`src/pkg/nand_host_consts.svh`:
```
// constants of the cache and copy-back program host controller
// assumes a 100 MHz pclk and byte-wide flash command/address/data pins
`ifndef NAND_HOST_CONSTS_SVH
`define NAND_HOST_CONSTS_SVH

// register byte offsets
`define NH_OFF_CTRL 12'h000
`define NH_OFF_ISSUE 12'h004
`define NH_OFF_STAT 12'h008
`define NH_OFF_CLR 12'h00C

// control fields
`define NH_CTRL_RB_ONLY 0
`define NH_CTRL_LAST 1
`define NH_CTRL_RESET 32'h0000_0000

// issue fields
`define NH_ISS_KIND_HI 9
`define NH_ISS_KIND_LO 8

// status fields
`define NH_ST_BUSY 0
`define NH_ST_RB_OK 1
`define NH_ST_ERR 2
`define NH_ST_PEND 3
`define NH_ST_TPWIN 4
`define NH_ST_LOAD 5
`define NH_ST_CACHE 6
`define NH_ST_STMODE 7

// flash status byte bits
`define NH_SB_ARRAY_RDY 5
`define NH_SB_CACHE_RDY 6

// opcodes
`define NH_OP_LOAD 8'h80
`define NH_OP_LOAD2 8'h81
`define NH_OP_CBLOAD 8'h85
`define NH_OP_PROG 8'h10
`define NH_OP_DUMMY 8'h11
`define NH_OP_CACHE 8'h15
`define NH_OP_CBREAD 8'h35
`define NH_OP_STAT 8'h70
`define NH_OP_STAT_MP 8'h78
`define NH_OP_STAT_75 8'h75
`define NH_OP_RESET 8'hFF

// address cycles per load, address count restart for random input (two column cycles follow)
`define NH_ADDR_CYCLES 3'h5
`define NH_RND_START 3'h3

// timing
`define NH_CLK_NS 10
`define NH_T_WB_NS 100
`define NH_WB_CYC ((`NH_T_WB_NS + `NH_CLK_NS - 1) / `NH_CLK_NS)
`define NH_DIV_DEFAULT 4

`endif

```
`src/pkg/nand_host_pkg.sv`:
```
// types shared by the flash host controller files
// assumes nothing beyond the constants header
package nand_host_pkg;

    typedef enum logic [1:0] {
        CYC_CMD,
        CYC_ADDR,
        CYC_WDATA,
        CYC_RDATA
    } cyc_kind_t;

    typedef struct packed {
        logic ce_n;
        logic cle;
        logic ale;
        logic we_n;
        logic re_n;
        logic [7:0] dq_out;
        logic dq_oe_n;
    } nand_pins_t;

    typedef struct packed {
        cyc_kind_t kind;
        logic [7:0] value;
    } cyc_req_t;

endpackage

```
`src/nand_cache_host.sv`:
```
// apb-programmed host for cache, two-plane cache and copy-back program
// assumes one flash die on the pins and software that sends one
// flash cycle per write to the issue register
//
// Overview of operation
// - cache program is 80h, five address cycles, page data, then 15h.
// - cache programming pages must all lie in one erase block.
// - address cycles and data must follow every 80h.
// - ready/busy-only host ends final cache page with 10h, not 15h.
// - final 15h needs status bit 5 polled before any other operation; the code also lets FFh through.
// - two-plane load: 80h, address with plane bit low, data, 11h.
// - after dummy busy, 81h with plane bit high, address, data.
// - 15h programs both planes; final pair ends with 10h.
// - between 11h and 81h only 70h, 78h, 75h or FFh allowed.
// - two-plane pages share page address, differ in plane bit.
// - copy-back: 85h with destination, optional 85h data, then 10h.
`timescale 1ns/1ps
`include "nand_host_consts.svh"
`default_nettype none

module nand_cache_host #(
    parameter int DIV = `NH_DIV_DEFAULT,
    parameter int ADDR_W = 12
) (
    // clock and reset
    input wire logic pclk,
    input wire logic presetn,
    // apb slave
    input wire logic [ADDR_W-1:0] paddr,
    input wire logic psel,
    input wire logic penable,
    input wire logic pwrite,
    input wire logic [31:0] pwdata,
    output logic [31:0] prdata,
    output logic pready,
    output logic pslverr,
    // flash pins
    output nand_host_pkg::nand_pins_t pins,
    input wire logic [7:0] dq_in,
    input wire logic rb_n_pin
);

    logic rb_sync;
    logic [7:0] dq_sync;
    logic eng_busy;
    logic eng_done;
    logic [7:0] rd_byte;
    logic go;
    nand_host_pkg::cyc_req_t req;

    // control and tracking state
    logic rb_only;
    logic last_page;
    logic err;
    logic in_load;
    logic rnd;
    logic [2:0] addr_cnt;
    logic data_seen;
    logic [7:0] load_op;
    logic tp_win;
    logic cache_act;
    logic pend;
    logic stat_mode;
    logic [7:0] row1;
    logic [7:0] row2;
    logic [7:0] row3;
    logic [7:0] p0_page;
    logic [14:0] seq_block;
    logic [7:0] guard;

    sync2 #(.WIDTH(9)) u_sync (
        .clk(pclk),
        .rst_n(presetn),
        .d({rb_n_pin, dq_in}),
        .q({rb_sync, dq_sync})
    );

    nand_cycle #(.DIV(DIV)) u_cycle (
        .clk(pclk),
        .rst_n(presetn),
        .go(go),
        .req(req),
        .busy(eng_busy),
        .done(eng_done),
        .rd_byte(rd_byte),
        .pins(pins),
        .dq_in(dq_sync)
    );

    // apb decode
    wire acc = psel & penable & ~pready;
    wire xfer = psel & penable & pready;
    wire sel_ctrl = (paddr == ADDR_W'(`NH_OFF_CTRL));
    wire sel_issue = (paddr == ADDR_W'(`NH_OFF_ISSUE));
    wire sel_stat = (paddr == ADDR_W'(`NH_OFF_STAT));
    wire sel_clr = (paddr == ADDR_W'(`NH_OFF_CLR));
    wire mapped = sel_ctrl | sel_issue | sel_stat | sel_clr;
    wire wr_issue = pwrite & sel_issue & mapped;

    // requested cycle
    wire [1:0] kind_bits = pwdata[`NH_ISS_KIND_HI:`NH_ISS_KIND_LO];
    wire k_cmd = (kind_bits == 2'h0);
    wire k_addr = (kind_bits == 2'h1);
    wire k_wdata = (kind_bits == 2'h2);
    wire [7:0] op = pwdata[7:0];
    wire is_stat = (op == `NH_OP_STAT) | (op == `NH_OP_STAT_MP)
                 | (op == `NH_OP_STAT_75);
    wire is_rst = (op == `NH_OP_RESET);
    wire is_conf = (op == `NH_OP_PROG) | (op == `NH_OP_DUMMY)
                 | (op == `NH_OP_CACHE);
    wire is_rnd = (op == `NH_OP_CBLOAD) & in_load
                & (addr_cnt == `NH_ADDR_CYCLES);

    // ready only counts once the busy pulse has had time to appear
    wire rb_ok = rb_sync & (guard == 8'h00);
    // wait for the end of the dummy busy time before the second plane
    wire hold81 = k_cmd & (op == `NH_OP_LOAD2) & tp_win & ~rb_ok;
    wire stall = acc & wr_issue & (eng_busy | go | hold81);

    // plane and block checks on the stored row address
    wire plane_bit = row2[0];
    wire [14:0] cur_block = {row3, row2[7:1]};
    wire bad81 = (load_op == `NH_OP_LOAD2)
               & (~plane_bit | (row1 != p0_page));
    wire bad11 = (op == `NH_OP_DUMMY) & plane_bit;
    wire bad_blk = cache_act & (load_op != `NH_OP_CBLOAD)
                 & (cur_block != seq_block);
    wire addr_bad = bad81 | bad11 | bad_blk;

    // refusals of a command cycle
    wire r05 = in_load & ~is_rst & ~is_rnd
             & ((addr_cnt != `NH_ADDR_CYCLES)
             | (is_conf & ~data_seen & (load_op != `NH_OP_CBLOAD)));
    wire r16 = tp_win & ~(is_stat | is_rst
             | (op == `NH_OP_LOAD2));
    wire r09 = pend & ~(is_stat | is_rst);
    wire r_conf = is_conf & ~in_load | is_conf & addr_bad;
    wire refuse = k_cmd & (r05 | r16 | r09 | r_conf);
    wire take = xfer & wr_issue & ~refuse;

    // final page goes out as a normal program confirm
    wire to_prog = rb_only & last_page & (op == `NH_OP_CACHE);
    wire [7:0] sent = to_prog ? `NH_OP_PROG : op;
    wire c_prog = take & k_cmd & (sent == `NH_OP_PROG);
    wire c_cache = take & k_cmd & (sent == `NH_OP_CACHE);
    wire c_dummy = take & k_cmd & (sent == `NH_OP_DUMMY);
    wire c_load = take & k_cmd & ~is_rnd
                & ((op == `NH_OP_LOAD) | (op == `NH_OP_LOAD2)
                | (op == `NH_OP_CBLOAD));
    wire c_rst = take & k_cmd & is_rst;
    wire a_take = take & k_addr & in_load;

    wire [31:0] stat_word = {16'h0000, rd_byte, stat_mode, cache_act,
                             in_load, tp_win, pend, err, rb_ok, eng_busy};
    wire [31:0] rd_mux = sel_ctrl ? {30'h0, last_page, rb_only}
                       : sel_stat ? stat_word : 32'h0000_0000;

    always_ff @(posedge pclk or negedge presetn) begin
        if (!presetn) begin
            pready <= 1'b0;
            pslverr <= 1'b0;
            prdata <= 32'h0000_0000;
        end else begin
            pready <= acc & ~stall;
            pslverr <= acc & ~stall & ~mapped;
            prdata <= (acc & ~pwrite) ? rd_mux : 32'h0000_0000;
        end
    end

    // control register and refusal flag; a new refusal beats a clear
    always_ff @(posedge pclk or negedge presetn) begin
        if (!presetn) begin
            rb_only <= 1'(`NH_CTRL_RESET);
            last_page <= 1'b0;
            err <= 1'b0;
        end else begin
            if (xfer & pwrite & sel_ctrl) begin
                rb_only <= pwdata[`NH_CTRL_RB_ONLY];
                last_page <= pwdata[`NH_CTRL_LAST];
            end
            if (xfer & wr_issue & refuse) begin
                err <= 1'b1;
            end else if (xfer & pwrite & sel_clr) begin
                err <= 1'b0;
            end
        end
    end

    // launch the accepted cycle
    always_ff @(posedge pclk or negedge presetn) begin
        if (!presetn) begin
            go <= 1'b0;
            req <= '{kind: nand_host_pkg::CYC_CMD, value: 8'h00};
        end else begin
            go <= take;
            if (take) begin
                req.kind <= nand_host_pkg::cyc_kind_t'(kind_bits);
                req.value <= k_cmd ? sent : op;
            end
        end
    end

    // busy guard after each confirm or reset before trusting ready
    always_ff @(posedge pclk or negedge presetn) begin
        if (!presetn) begin
            guard <= 8'h00;
        end else if (c_prog | c_cache | c_dummy | c_rst) begin
            guard <= 8'(`NH_WB_CYC + 4 * DIV);
        end else if (guard != 8'h00) begin
            guard <= guard - 8'h01;
        end
    end

    // load tracking: address count, row capture, data seen
    always_ff @(posedge pclk or negedge presetn) begin
        if (!presetn) begin
            in_load <= 1'b0;
            rnd <= 1'b0;
            addr_cnt <= 3'h0;
            data_seen <= 1'b0;
            load_op <= 8'h00;
            row1 <= 8'h00;
            row2 <= 8'h00;
            row3 <= 8'h00;
        end else if (c_rst | c_prog | c_cache | c_dummy) begin
            in_load <= 1'b0;
            rnd <= 1'b0;
        end else if (c_load) begin
            in_load <= 1'b1;
            rnd <= 1'b0;
            addr_cnt <= 3'h0;
            data_seen <= 1'b0;
            load_op <= op;
        end else if (take & k_cmd & is_rnd) begin
            rnd <= 1'b1;
            addr_cnt <= `NH_RND_START;
        end else if (a_take & (addr_cnt != `NH_ADDR_CYCLES)) begin
            addr_cnt <= addr_cnt + 3'h1;
            if (~rnd & (addr_cnt == 3'h2)) begin
                row1 <= op;
            end
            if (~rnd & (addr_cnt == 3'h3)) begin
                row2 <= op;
            end
            if (~rnd & (addr_cnt == 3'h4)) begin
                row3 <= op;
            end
        end else if (take & k_wdata & in_load) begin
            data_seen <= 1'b1;
        end
    end

    // operation tracking across loads
    always_ff @(posedge pclk or negedge presetn) begin
        if (!presetn) begin
            tp_win <= 1'b0;
            cache_act <= 1'b0;
            pend <= 1'b0;
            stat_mode <= 1'b0;
            p0_page <= 8'h00;
            seq_block <= 15'h0000;
        end else begin
            if (c_rst) begin
                tp_win <= 1'b0;
                cache_act <= 1'b0;
                pend <= 1'b0;
            end
            if (c_dummy) begin
                tp_win <= 1'b1;
                p0_page <= row1;
            end
            if (take & k_cmd & (op == `NH_OP_LOAD2)) begin
                tp_win <= 1'b0;
            end
            if (c_cache) begin
                cache_act <= 1'b1;
                if (~cache_act) begin
                    seq_block <= cur_block;
                end
                if (last_page) begin
                    pend <= 1'b1;
                end
            end
            if (c_prog) begin
                cache_act <= 1'b0;
            end
            if (take & k_cmd) begin
                stat_mode <= is_stat;
            end
            // array done seen in a status byte ends the wait
            if (eng_done & stat_mode & rd_byte[`NH_SB_ARRAY_RDY]
                & (req.kind == nand_host_pkg::CYC_RDATA)) begin
                pend <= 1'b0;
            end
        end
    end

endmodule // nand_cache_host

`default_nettype wire

```
`src/sync2.sv`:
```
// two flip-flop synchroniser for pin inputs
// assumes a single pclk domain
`timescale 1ns/1ps
`default_nettype none

module sync2 #(
    parameter int WIDTH = 1
) (
    // clock and reset
    input wire logic clk,
    input wire logic rst_n,
    // asynchronous input and synchronised output
    input wire logic [WIDTH-1:0] d,
    output logic [WIDTH-1:0] q
);

    logic [WIDTH-1:0] meta;

    always_ff @(posedge clk or negedge rst_n) begin
        if (!rst_n) begin
            meta <= '0;
            q <= '0;
        end else begin
            meta <= d;
            q <= meta;
        end
    end

endmodule // sync2

`default_nettype wire

```
`src/nand_cycle.sv`:
```
// one flash bus cycle: setup, strobe low, hold, each DIV pclk long
// assumes dq_in already synchronised and DIV of at least three
`timescale 1ns/1ps
`include "nand_host_consts.svh"
`default_nettype none

module nand_cycle #(
    parameter int DIV = `NH_DIV_DEFAULT
) (
    // clock and reset
    input wire logic clk,
    input wire logic rst_n,
    // request
    input wire logic go,
    input wire nand_host_pkg::cyc_req_t req,
    output logic busy,
    output logic done,
    output logic [7:0] rd_byte,
    // flash pins
    output nand_host_pkg::nand_pins_t pins,
    input wire logic [7:0] dq_in
);

    typedef enum {ST_IDLE, ST_SETUP, ST_LOW, ST_HOLD} cyc_state_t;
    cyc_state_t state;
    logic [7:0] div_cnt;
    logic is_read;
    wire tick = (div_cnt == 8'(DIV - 1));

    always_ff @(posedge clk or negedge rst_n) begin
        if (!rst_n) begin
            div_cnt <= 8'h00;
        end else if (go || tick) begin
            div_cnt <= 8'h00;
        end else begin
            div_cnt <= div_cnt + 8'h01;
        end
    end

    always_ff @(posedge clk or negedge rst_n) begin
        if (!rst_n) begin
            state <= ST_IDLE;
            pins <= '{ce_n: 1'b1, cle: 1'b0, ale: 1'b0, we_n: 1'b1,
                      re_n: 1'b1, dq_out: 8'h00, dq_oe_n: 1'b1};
            busy <= 1'b0;
            done <= 1'b0;
            rd_byte <= 8'h00;
            is_read <= 1'b0;
        end else begin
            done <= 1'b0;
            case (state)
                ST_IDLE: begin
                    if (go) begin
                        state <= ST_SETUP;
                        busy <= 1'b1;
                        is_read <= (req.kind == nand_host_pkg::CYC_RDATA);
                        pins.ce_n <= 1'b0;
                        pins.cle <= (req.kind == nand_host_pkg::CYC_CMD);
                        pins.ale <= (req.kind == nand_host_pkg::CYC_ADDR);
                        pins.dq_out <= req.value;
                        // the flash drives dq only during a read
                        pins.dq_oe_n <=
                            (req.kind == nand_host_pkg::CYC_RDATA);
                    end
                end
                ST_SETUP: begin
                    if (tick) begin
                        state <= ST_LOW;
                        pins.we_n <= is_read;
                        pins.re_n <= !is_read;
                    end
                end
                ST_LOW: begin
                    if (tick) begin
                        state <= ST_HOLD;
                        pins.we_n <= 1'b1;
                        pins.re_n <= 1'b1;
                        if (is_read) begin
                            rd_byte <= dq_in;
                        end
                    end
                end
                ST_HOLD: begin
                    if (tick) begin
                        state <= ST_IDLE;
                        busy <= 1'b0;
                        done <= 1'b1;
                        pins.cle <= 1'b0;
                        pins.ale <= 1'b0;
                        pins.dq_oe_n <= 1'b1;
                    end
                end
                default: begin
                    state <= ST_IDLE;
                end
            endcase
        end
    end

endmodule // nand_cycle

`default_nettype wire

```
`config.mk`:
```
export PLATFORM = sky130hd
export DESIGN_NAME = nand_cache_host
export DESIGN_NICKNAME = d
export VERILOG_FILES = /design/src/pkg/nand_host_pkg.sv /design/src/nand_cache_host.sv /design/src/sync2.sv /design/src/nand_cycle.sv
export VERILOG_INCLUDE_DIRS = /design/src /design/src/pkg
export SDC_FILE = /design/constraint.sdc
export NUM_CORES = 1
export LEC_CHECK = 0
export ABC_AREA = 1
export BUFFER_PORTS_ARGS = -buffer_cell sky130_fd_sc_hd__buf_4
export CORE_MARGIN = 3
export CORE_UTILIZATION = 57
export CTS_CLUSTER_SIZE = 28
export DETAILED_ROUTE_END_ITERATION = 12
export GPL_ROUTABILITY_DRIVEN = 1
export PLACE_DENSITY = 0.84
export SLEW_MARGIN = 10
export SYNTH_ARGS = -nofsm -noshare
export SYNTH_HDL_FRONTEND = slang
export SYNTH_HIERARCHICAL = 1
export SYNTH_SLANG_ARGS = --single-unit
```
`constraint.sdc`:
```
create_clock -name pclk -period 2.4 [get_ports pclk]
set_clock_uncertainty 0.05 [all_clocks]
set_input_delay 0 -clock pclk [delete_from_list [all_inputs] [get_ports pclk]]
set_output_delay 0 -clock pclk [all_outputs]
set_load 0.01 [all_outputs]
```
### Word level (Yosys, flattened, before mapping)

Index checks and enable logic that the tools add are counted.

* bits in registers: 188
* latch bits: 0
* memory bits (writable): 0
* ROM bits: 0
* bits of input ports: 58
* output and inout bits: 48
* logic and storage cells: 264
* memories kept: 0

* add/sub/neg operators: 3
* multiply operators: 0
* div/mod/pow operators: 0
* $lt $le $gt $ge: 0
* eq/ne operators: 39
* shifts and indexed selects: 0
* muxes and demuxes: 50
* bitwise logic cells: 103
* reductions and logical operators: 30

Operator list (count)
* $mux 32: 4
* $pmux 32 s4: 1
* $eq 32x2->1 const B: 2
* $and 1x1->1: 58
* $eq 8x5->1 const B: 6
* $mux 16: 3
* $eq 8x8->1 const B: 5
* $mux 8: 5
* $eq 32x1->1 const B: 1
* $logic_not 32->1: 1
* $or 1x1->1: 27
* $mux 1: 26
* $eq 12x4->1 const B: 2
* $eq 8x7->1 const B: 3
* $not 1->1: 18
* $ne 15x15->1: 1
* $reduce_and 5->1: 3
* $eq 12x3->1 const B: 1
* $logic_not 12->1: 1
* $reduce_bool 2->1: 6
* $reduce_bool 3->1: 4
* $mux 3: 3
* $reduce_and 3->1: 3
* $add 8x1->8 const B: 1
* other kinds (22): 40

### Longest topological paths before layout

Gate-level depths: netlist of the first run.

* word-level depth: 20
* mapped depth: 17

### By module

The synthesis of the first run kept the hierarchy.

By module, submodules not included
* nand_cache_host: instances 1, cells an instance 667, area each 5337.6 um^2
* nand_cycle: instances 1, cells an instance 178, area each 1625.3 um^2
* sync2: instances 1, cells an instance 18, area each 450.4 um^2

### Worst setup path before layout of the first run

No wires, ideal clock.

* path kind: register to register
* from: reg row3[1]
* to: reg row2[0]
* library setup time: 0.121 ns
* arrival: 1.627 ns
* path slack: 0.603 ns
* cell stages (with the launch flop): 17
* buffers on the path: 1
* period minus slack after synthesis: 1.797 ns
* cell sequence: dfrtp_1 > inv_1 > nand2_1 > nand2_1 > nor2_1 > nand2_1 > nor2_1 > nand2_1 > nand2_1 > nand3_1 > nand2_1 > nand2_2 > nand2_4 > nand4_4 > buf_6 > o21ai_1 > nand2_1

* cells in the longest elaborated chain, start to end: 16
* elaborated cells between the ends (all ways): 27
* those cells by class: eq/ne (1); bitwise (25); reduce/logical (1)

RTL lines
* start, declared: line nand_cache_host.sv:66 `logic [7:0] row3;`
* start signal, assigned: line nand_cache_host.sv:246 `row3 <= op;`
* $ne 15x15->1 (*): line nand_cache_host.sv:127 `& (cur_block != seq_block);`
* $and 1x1->1 (*): line nand_cache_host.sv:126 `` wire bad_blk = cache_act & (load_op != `NH_OP_CBLOAD) ``
* $or 1x1->1 (*): line nand_cache_host.sv:128 `wire addr_bad = bad81 | bad11 | bad_blk;`
* $and 1x1->1 (*): line nand_cache_host.sv:137 `wire r_conf = is_conf & ~in_load | is_conf & addr_bad;`
* $or 1x1->1 (*): line nand_cache_host.sv:137
* $or 1x1->1 (*): line nand_cache_host.sv:138 `wire refuse = k_cmd & (r05 | r16 | r09 | r_conf);`
* $and 1x1->1 (*): line nand_cache_host.sv:138
* $not 1->1 (*): line nand_cache_host.sv:139 `wire take = xfer & wr_issue & ~refuse;`
* $and 1x1->1 (*): line nand_cache_host.sv:139
* $and 1x1->1
* $and 1x1->1 (on tied branches): line nand_cache_host.sv:150, nand_cache_host.sv:144
* $or 1x1->1 (3 in series): line nand_cache_host.sv:225 `end else if (c_rst | c_prog | c_cache | c_dummy) begin`
* $not 1->1 (no line)
* $reduce_and 5->1 (no line) (*)
* end signal, assigned: line nand_cache_host.sv:243 `row2 <= op;`
* end, declared: line nand_cache_host.sv:65 `logic [7:0] row2;`

Mark *: on every way between the ends. The rest lies on a longest branch, timed or not.
A chain may end at the register's enable or synchronous reset.

### Final worst setup path of the first run

* from: in paddr[8]
* to: reg err

* cells in the longest elaborated chain, start to end: 8
* elaborated cells between the ends (all ways): 14
* those cells by class: eq/ne (3); mux (1); bitwise (8); reduce/logical (2)

RTL lines
* start, declared: line nand_cache_host.sv:29 `input wire logic [ADDR_W-1:0] paddr,`
* $eq 12x3->1 / $logic_not 12->1 (equally long branches): line nand_cache_host.sv:94, nand_cache_host.sv:93
* $or 1x1->1 (3 in series): line nand_cache_host.sv:97 `wire mapped = sel_ctrl | sel_issue | sel_stat | sel_clr;`
* $and 1x1->1: line nand_cache_host.sv:98 `wire wr_issue = pwrite & sel_issue & mapped;`
* $and 1x1->1 (2 in series): line nand_cache_host.sv:181 `if (xfer & wr_issue & refuse) begin`
* $mux 1 / $reduce_bool 2->1 (equally long branches)
* end signal, assigned: line nand_cache_host.sv:175 `err <= 1'b0;`
* end signal, assigned: line nand_cache_host.sv:182 `err <= 1'b1;`
* end signal, assigned: line nand_cache_host.sv:184 `err <= 1'b0;`
* end, declared: line nand_cache_host.sv:54 `logic err;`

Parallel ways exist; a longest one is shown, timed or not.

==> results.json, run 1 <==
{
  "drive_above_1_share": 0.182,
  "tns_ns": 0,
  "drv_slew": 0,
  "grt_max_degree": 81,
  "grt_pass1_vias": 5752,
  "peakVddDrop_mv": 0.469,
  "syn_area_mm2": 0.00741,
  "hold_path.class": "input pin to async pin",
  "die_h_um": 120,
  "rsz0062_at_grt": "false",
  "groute.usage.overall": 0.236,
  "crit_required_ns": 2.67,
  "dpl_cell_area_mm2": 0.00806,
  "dpl.hpwl_mm": 10.7,
  "drtIter0Drc": 489,
  "core_mm2": 0.0127,
  "final_cell_mix": "nand2_1 (269), dfrtp_1 (154), inv_1 (105)",
  "cts.clk_slew.worst_paths_ns": 0.06,
  "cap_violations": 0,
  "post-place-ws_ns": 0.194,
  "fin_nets": 1048,
  "powerDensity_mw_per_mm2": 659,
  "antenna_left": 0,
  "drcViolationCount": 0,
  "clock_latency_ns": 0.43,
  "grt_pass1_wl_mm": 26.9,
  "finalHoldViolations": 0,
  "vias": 5939,
  "ios": 106,
  "tightest_slew_ns": 0.532,
  "busiest_layer": "met2",
  "whs_ns": 0.0203,
  "status": "completed",
  "numClockSinks": 158,
  "slowest_stage": "dlygate4sd3_1",
  "post-route-period-util": 0.936,
  "synth.yosys.seq_area_share": 0.534,
  "root_buffer": "clkbuf_16",
  "fin_crit_ns": 2.25,
  "diodes": 0,
  "cp_max_fo": 3,
  "via_per_inst": 5.11,
  "synth.avg_cell_area_um2": 8.59,
  "fin_area_mm2": 0.00897,
  "filler_cell_count": 926,
  "synth_top_area_frac": 0.520,
  "antenna_found_initial": 0,
  "num_rows": 41,
  "final-instance-count-excl-fill": 1162,
  "fmax_mhz": 445,
  "synth_cell_types": 47,
  "ys.flop_type": "dfrtp_1",
  "yosys_warnings": 6,
  "place_congestion": 0.902,
  "placed_cells": 1098,
  "cts_max_path_buffers": 2,
  "wl_mm": 16.0,
  "crit_chain": "dlygate4sd3_1, buf_4, nor2_1, nand2_1, nor2_2, dlygate4sd3_1, nand2_1, o41ai_1, dlygate4sd3_1, o31ai_1",
  "final_util": 0.708,
  "setup_ws_ns": 0.154,
  "drt_first_pass_iters": 6,
  "cp.arrival_ns": 2.52,
  "grt_use_met2": 0.383,
  "die_w_um": 120,
  "worst-path-stages": 10,
  "setup_viol": 0,
  "crit_buf_inv": 4,
  "worstSetupEndpointType": "flip-flop",
  "numCtsBuffers": 17,
  "worst_path_most_repeated_cell": "dlygate4sd3_1",
  "synth_cells": 863,
  "final_common_cell": "nand2_1",
  "grtUsageMet1": 0.309,
  "synth-seq-cells": 158,
  "slowest_delay_ns": 0.59,
  "initial_utilization": 0.585,
  "syn_to_final_growth_pct": 21.0,
  "die-area_mm2": 0.0144,
  "synth-edff-count": 0,
  "r2r_slack_ns": 0.21,
  "rr_worst_depth": 8,
  "total_power_mw": 5.91,
  "p_leak_nw": 4.58,
  "cp_top_family": "buffers and inverters",
  "worstSetupPathType": "input pin to flip-flop",
  "synth_top_area_cell": "dfrtp_1",
  "use_met3": 0.0580,
  "grt_overflow": 0,
  "asyncSetResetFlopFracSynth": 1.00,
  "wire_per_inst_um": 13.8,
  "relSlewSlack": 0.644,
  "ys_top_cells_by_area": "dfrtp_1 (52%), nand2_1 (14%), inv_1 (5.4%)",
  "cp-start-kind": "input pin",
  "port_buffers": 67,
  "tritoncts": "done",
  "htree_levels": 4
}
power breakdown:
group          switching, mW  internal, mW  total [mW]  leakage, nW
registers             0.0385          2.73        2.77         2.03
logic                  0.360         0.209       0.569         2.28
clock network           1.13          1.44        2.57        0.269
path summary, 6_finish.rpt:
path	to	start
max in group asynchronous	p0_page[2]	presetn
min in group pclk	prdata[0]	paddr[1]
hold reg to reg	u_sync/q[8]	u_sync/meta[8]
setup / recovery	err	paddr[8]
hold / removal	seq_block[12]	presetn
setup reg to reg	pready	guard[0]
layout make-up:
type                    count  area (um^2)  share of cell area
multi-input cells         575         2880               0.321
clock inverters            14          135              0.0151
inverters                 117          444              0.0495
clock buffers              17          425              0.0474
well taps                 172          215              0.0240
flip-flops and latches    158         3960               0.441
repair buffers            109          915               0.102
registers in the layout, indices dropped and copies added, names as in the netlist, 9 cells and up:
| signal | flops |
|---|---|
| seq_block | 15 |
| prdata | 16 |
| u_cycle/pins | 14 |
| req | 10 |
| u_sync/q | 9 |
| u_sync/meta | 9 |
per-layer routing:
metal / vias up / wire length (um)
met5: - / 0
met4: 0 / 290
met3: 27 / 834
met2: 194 / 7890
met1: 2832 / 7010
li1: 2886 / -
logic make-up after synthesis:
kind of cell             after synthesis  synth area share
adder cells (fa/ha/maj)               12            0.0203
XOR/XNOR                               9            0.0106
AO/OA/AOI/OAI                         83            0.0716
buffers and inverters                145            0.0888
AND/OR/NAND/NOR                      455             0.274
flip-flops                           158             0.534
other                                  1          0.000506
cell usage after synthesis (5+ instances only):
master	number
inv_2	8
o21ai_0	27
inv_1	106
nor2_2	6
nand3_1	34
nor3b_1	7
nor2_1	81
buf_6	5
a21oi_1	9
o21ai_2	21
o21ai_1	11
ha_1	12
nand2_1	269
nand4_1	12
nor3_1	15
nand2_2	8
buf_4	18
dfrtp_1	154
nor2_4	5
nand2_4	6
xor2_1	7
repair_timing:
action / in CTS / in global routing
buffers inserted: 0 / 1
hold buffers: 32 / 0
setup endpoints to repair: 0 / 34
gates resized for setup: 0 / 6
hold endpoints to repair: 218 / 0
No activity file was read; power rests on OpenSTA's default activity.
==> inputs of run 2 (changes only) <==
ABC_AREA = unset   (was 1)
PLACE_DENSITY = 0.85   (was 0.84)
REMOVE_ABC_BUFFERS = 1   (was unset)
==> results.json, run 2 <==
{
  "status": "complete, but fails checks",
  "violations": "negative setup slack",
  "reg.largest.list": "prdata: 16 flops, seq_block: 15 flops, u_cycle/pins: 14 flops",
  "num_rows": 40,
  "synthTopCellsByCount": "dfrtp_1 (154), mux2_2 (76), nand2_1 (28)",
  "dpl.hpwl_mm": 11.0,
  "grt_pass1_vias": 5645,
  "post-route-period-util": 1.07,
  "largest_reg_flops": 16,
  "final_cell_mix": "dfrtp_1 (154), buf_4 (122), mux2_2 (68)",
  "yosys_warnings": 6,
  "grt_overflow": 0,
  "groute.usage.overall": 0.266,
  "rsz0062_at_grt": "true",
  "antenna_left": 0,
  "tightest_slew_ns": 0.876,
  "cts.clk_slew.worst_paths_ns": 0.06,
  "asyncSetResetFlopFracSynth": 1.00,
  "final_util": 0.778,
  "synth-seq-cells": 158,
  "ys_top_cells_by_area": "dfrtp_1 (54%), mux2_2 (12%), xor2_1 (2.8%)",
  "worst-path-stages": 10,
  "relSlewSlack": 0.411,
  "synth_top_family_by_area": "simple AND/OR/NAND/NOR gates",
  "rr_worst_depth": 10,
  "fmax_mhz": 388,
  "fin_crit_ns": 2.58,
  "timing.rr.end": "seq_block[4]",
  "drt_first_pass_iters": 6,
  "synth_cells": 567,
  "synth.yosys.seq_area_share": 0.560,
  "synth-edff-count": 0,
  "antenna_found_initial": 0,
  "ios": 106,
  "numCtsBuffers": 17,
  "wire_per_inst_um": 19.8,
  "via_per_inst": 5.79,
  "endpoint": "seq_block[4]",
  "synth_top_area_cell": "dfrtp_1",
  "synth_cell_types": 71,
  "cp.arrival_ns": 2.83,
  "place_congestion": 0.876,
  "crit_buf_inv": 4,
  "die-area_mm2": 0.0138,
  "worstSetupEndpointType": "flip-flop",
  "cp-start-kind": "flip-flop",
  "synth_xor_xnor_area_share": 0.0384,
  "synth-simple-area-share": 0.148,
  "synthMuxAreaShare": 0.127,
  "tritoncts": "done",
  "cap_violations": 0,
  "diodes": 0,
  "fin_nets": 805,
  "top_register": "prdata",
  "htree_levels": 4,
  "port_buffers": 67,
  "worstSetupStartpoint": "load_op[4]",
  "worstSetupPathType": "flip-flop to flip-flop",
  "final_common_cell": "dfrtp_1",
  "synth_top_area_frac": 0.545,
  "peakVddDrop_mv": 0.565,
  "slowest_stage": "dfrtp_1",
  "cp_max_fo": 7,
  "reg2reg_from": "load_op[4]",
  "p_leak_nw": 4.72,
  "grt_pass1_wl_mm": 29.1,
  "synth_fa_ha_area_frac": 0.0212,
  "initial_utilization": 0.587,
  "setup_ws_ns": -0.179,
  "placed_cells": 845,
  "slowest_delay_ns": 0.39,
  "hold_path.class": "input pin to flip-flop",
  "numClockSinks": 158,
  "finalHoldViolations": 0,
  "cp_top_family": "simple AND/OR/NAND/NOR gates",
  "syn_to_final_growth_pct": 32.7,
  "clock_latency_ns": 0.43,
  "vias": 5307,
  "wl_mm": 18.2,
  "ys.flop_type": "dfrtp_1",
  "synth_compound_area_frac": 0.0670,
  "die_w_um": 117,
  "drtIter0Drc": 450,
  "crit_chain": "nor4b_2, buf_4, buf_6, nand3_4, a311oi_4, a21oi_4, nor4_4, buf_4, clkbuf_16, mux2_2",
  "crit_required_ns": 2.65,
  "setup_viol": 37,
  "powerDensity_mw_per_mm2": 670,
  "grt_max_degree": 83,
  "drcViolationCount": 0,
  "cts_max_path_buffers": 2,
  "drv_slew": 0,
  "worst_path_most_repeated_cell": "buf_4",
  "drive_above_1_share": 0.394,
  "synth.avg_cell_area_um2": 12.5,
  "final-instance-count-excl-fill": 916,
  "r2r_slack_ns": -0.18,
  "synth.most_common_cell": "dfrtp_1",
  "total_power_mw": 6.29,
  "core_mm2": 0.0121,
  "die_h_um": 117,
  "root_buffer": "clkbuf_16",
  "syn_area_mm2": 0.00708
}
## run 2: changes by cell type after synthesis, sizes merged, moves of 9 or more
| cell | previous run | this run |
|---|---|---|
| nand3 | 36 | 20 |
| or3 | 0 | 9 |
| xor2 | 7 | 23 |
| inv | 116 | 18 |
| mux2 | 0 | 77 |
| and2 | 1 | 20 |
| o21ai | 59 | 11 |
| nor4 | 2 | 15 |
| nand2 | 283 | 28 |
| nor2 | 92 | 24 |
## run 2: power by group
group | total (mW) | switching (mW) | internal (mW)
registers | 2.80 | 0.0555 | 2.75
logic | 0.666 | 0.383 | 0.283
clock network | 2.82 | 1.08 | 1.74
total | 6.29 | 1.52 | 4.77
## run 2: metal layers
layer | vias up | wire, um | GRT usage
li1 | 2342 | - | -
met1 | 2702 | 7260 | 0.328
met2 | 220 | 9370 | 0.459
met3 | 43 | 1110 | 0.0612
met4 | 0 | 430 | 0.0968
met5 | - | 0 | 0
## run 2: what timing repair did
item	CTS	global route
buffers inserted	9	4
gates cloned	1	3
hold buffers	26	0
pin swaps	8	9
endpoints found under the setup margin	64	77
endpoints found under the hold margin	198	0
resized for setup	15	36
## run 2: cell type report
class / count / area (um^2)
clock buffer: 18 / 429
clock inverter: 14 / 193
tap: 168 / 210
fill: 703 / 2670
sequential: 158 / 3960
timing repair buffer: 162 / 1390
multi-input combinational: 378 / 3140
inverter: 18 / 67.6
## run 2: how the worst min path moves through the flow
stage | startpoint | endpoint | depth (start not counted)
floorplan | presetn | addr_cnt[0] | 0
global placement | presetn | u_sync/q[6] | 1
detailed placement | presetn | u_sync/q[6] | 1
CTS | pwdata[1] | stat_mode | 3
global route | pwdata[3] | req[3] | 3
finish | pwdata[3] | row3[3] | 3
## run 2: metrics by stage
step	worst slack (ns)	TNS, ns	instance area (um^2)	hold slack [ns]
after floorplan	-0.230	-5.13	6930	-0.346
after CTS	-0.131	-2.93	9180	0.00747
after global routing	-0.275	-10.25	9390	0.0221
after global placement	-0.208	-5.57	8130	-0.152
final	-0.179	-5.27	9390	0.0365
after detailed placement	-0.300	-8.11	8130	-0.146
## run 2: kinds of logic (layout without fill, tap and decap cells)
kind of cell | Yosys count | after routing
muxes | 80 | 80
and+or+nand+nor | 174 | 176
adders and majority gates | 12 | 12
DFF | 158 | 158
AOI/OAI and AO/OA | 63 | 63
xor gates and xnor gates | 31 | 31
buffers and inverters | 48 | 212
other | 1 | 16
## run 2: tightest hold or removal path: stages
cell and delay, ns:
buf_4 0.15, buf_4 0.17, mux2_2 0.16
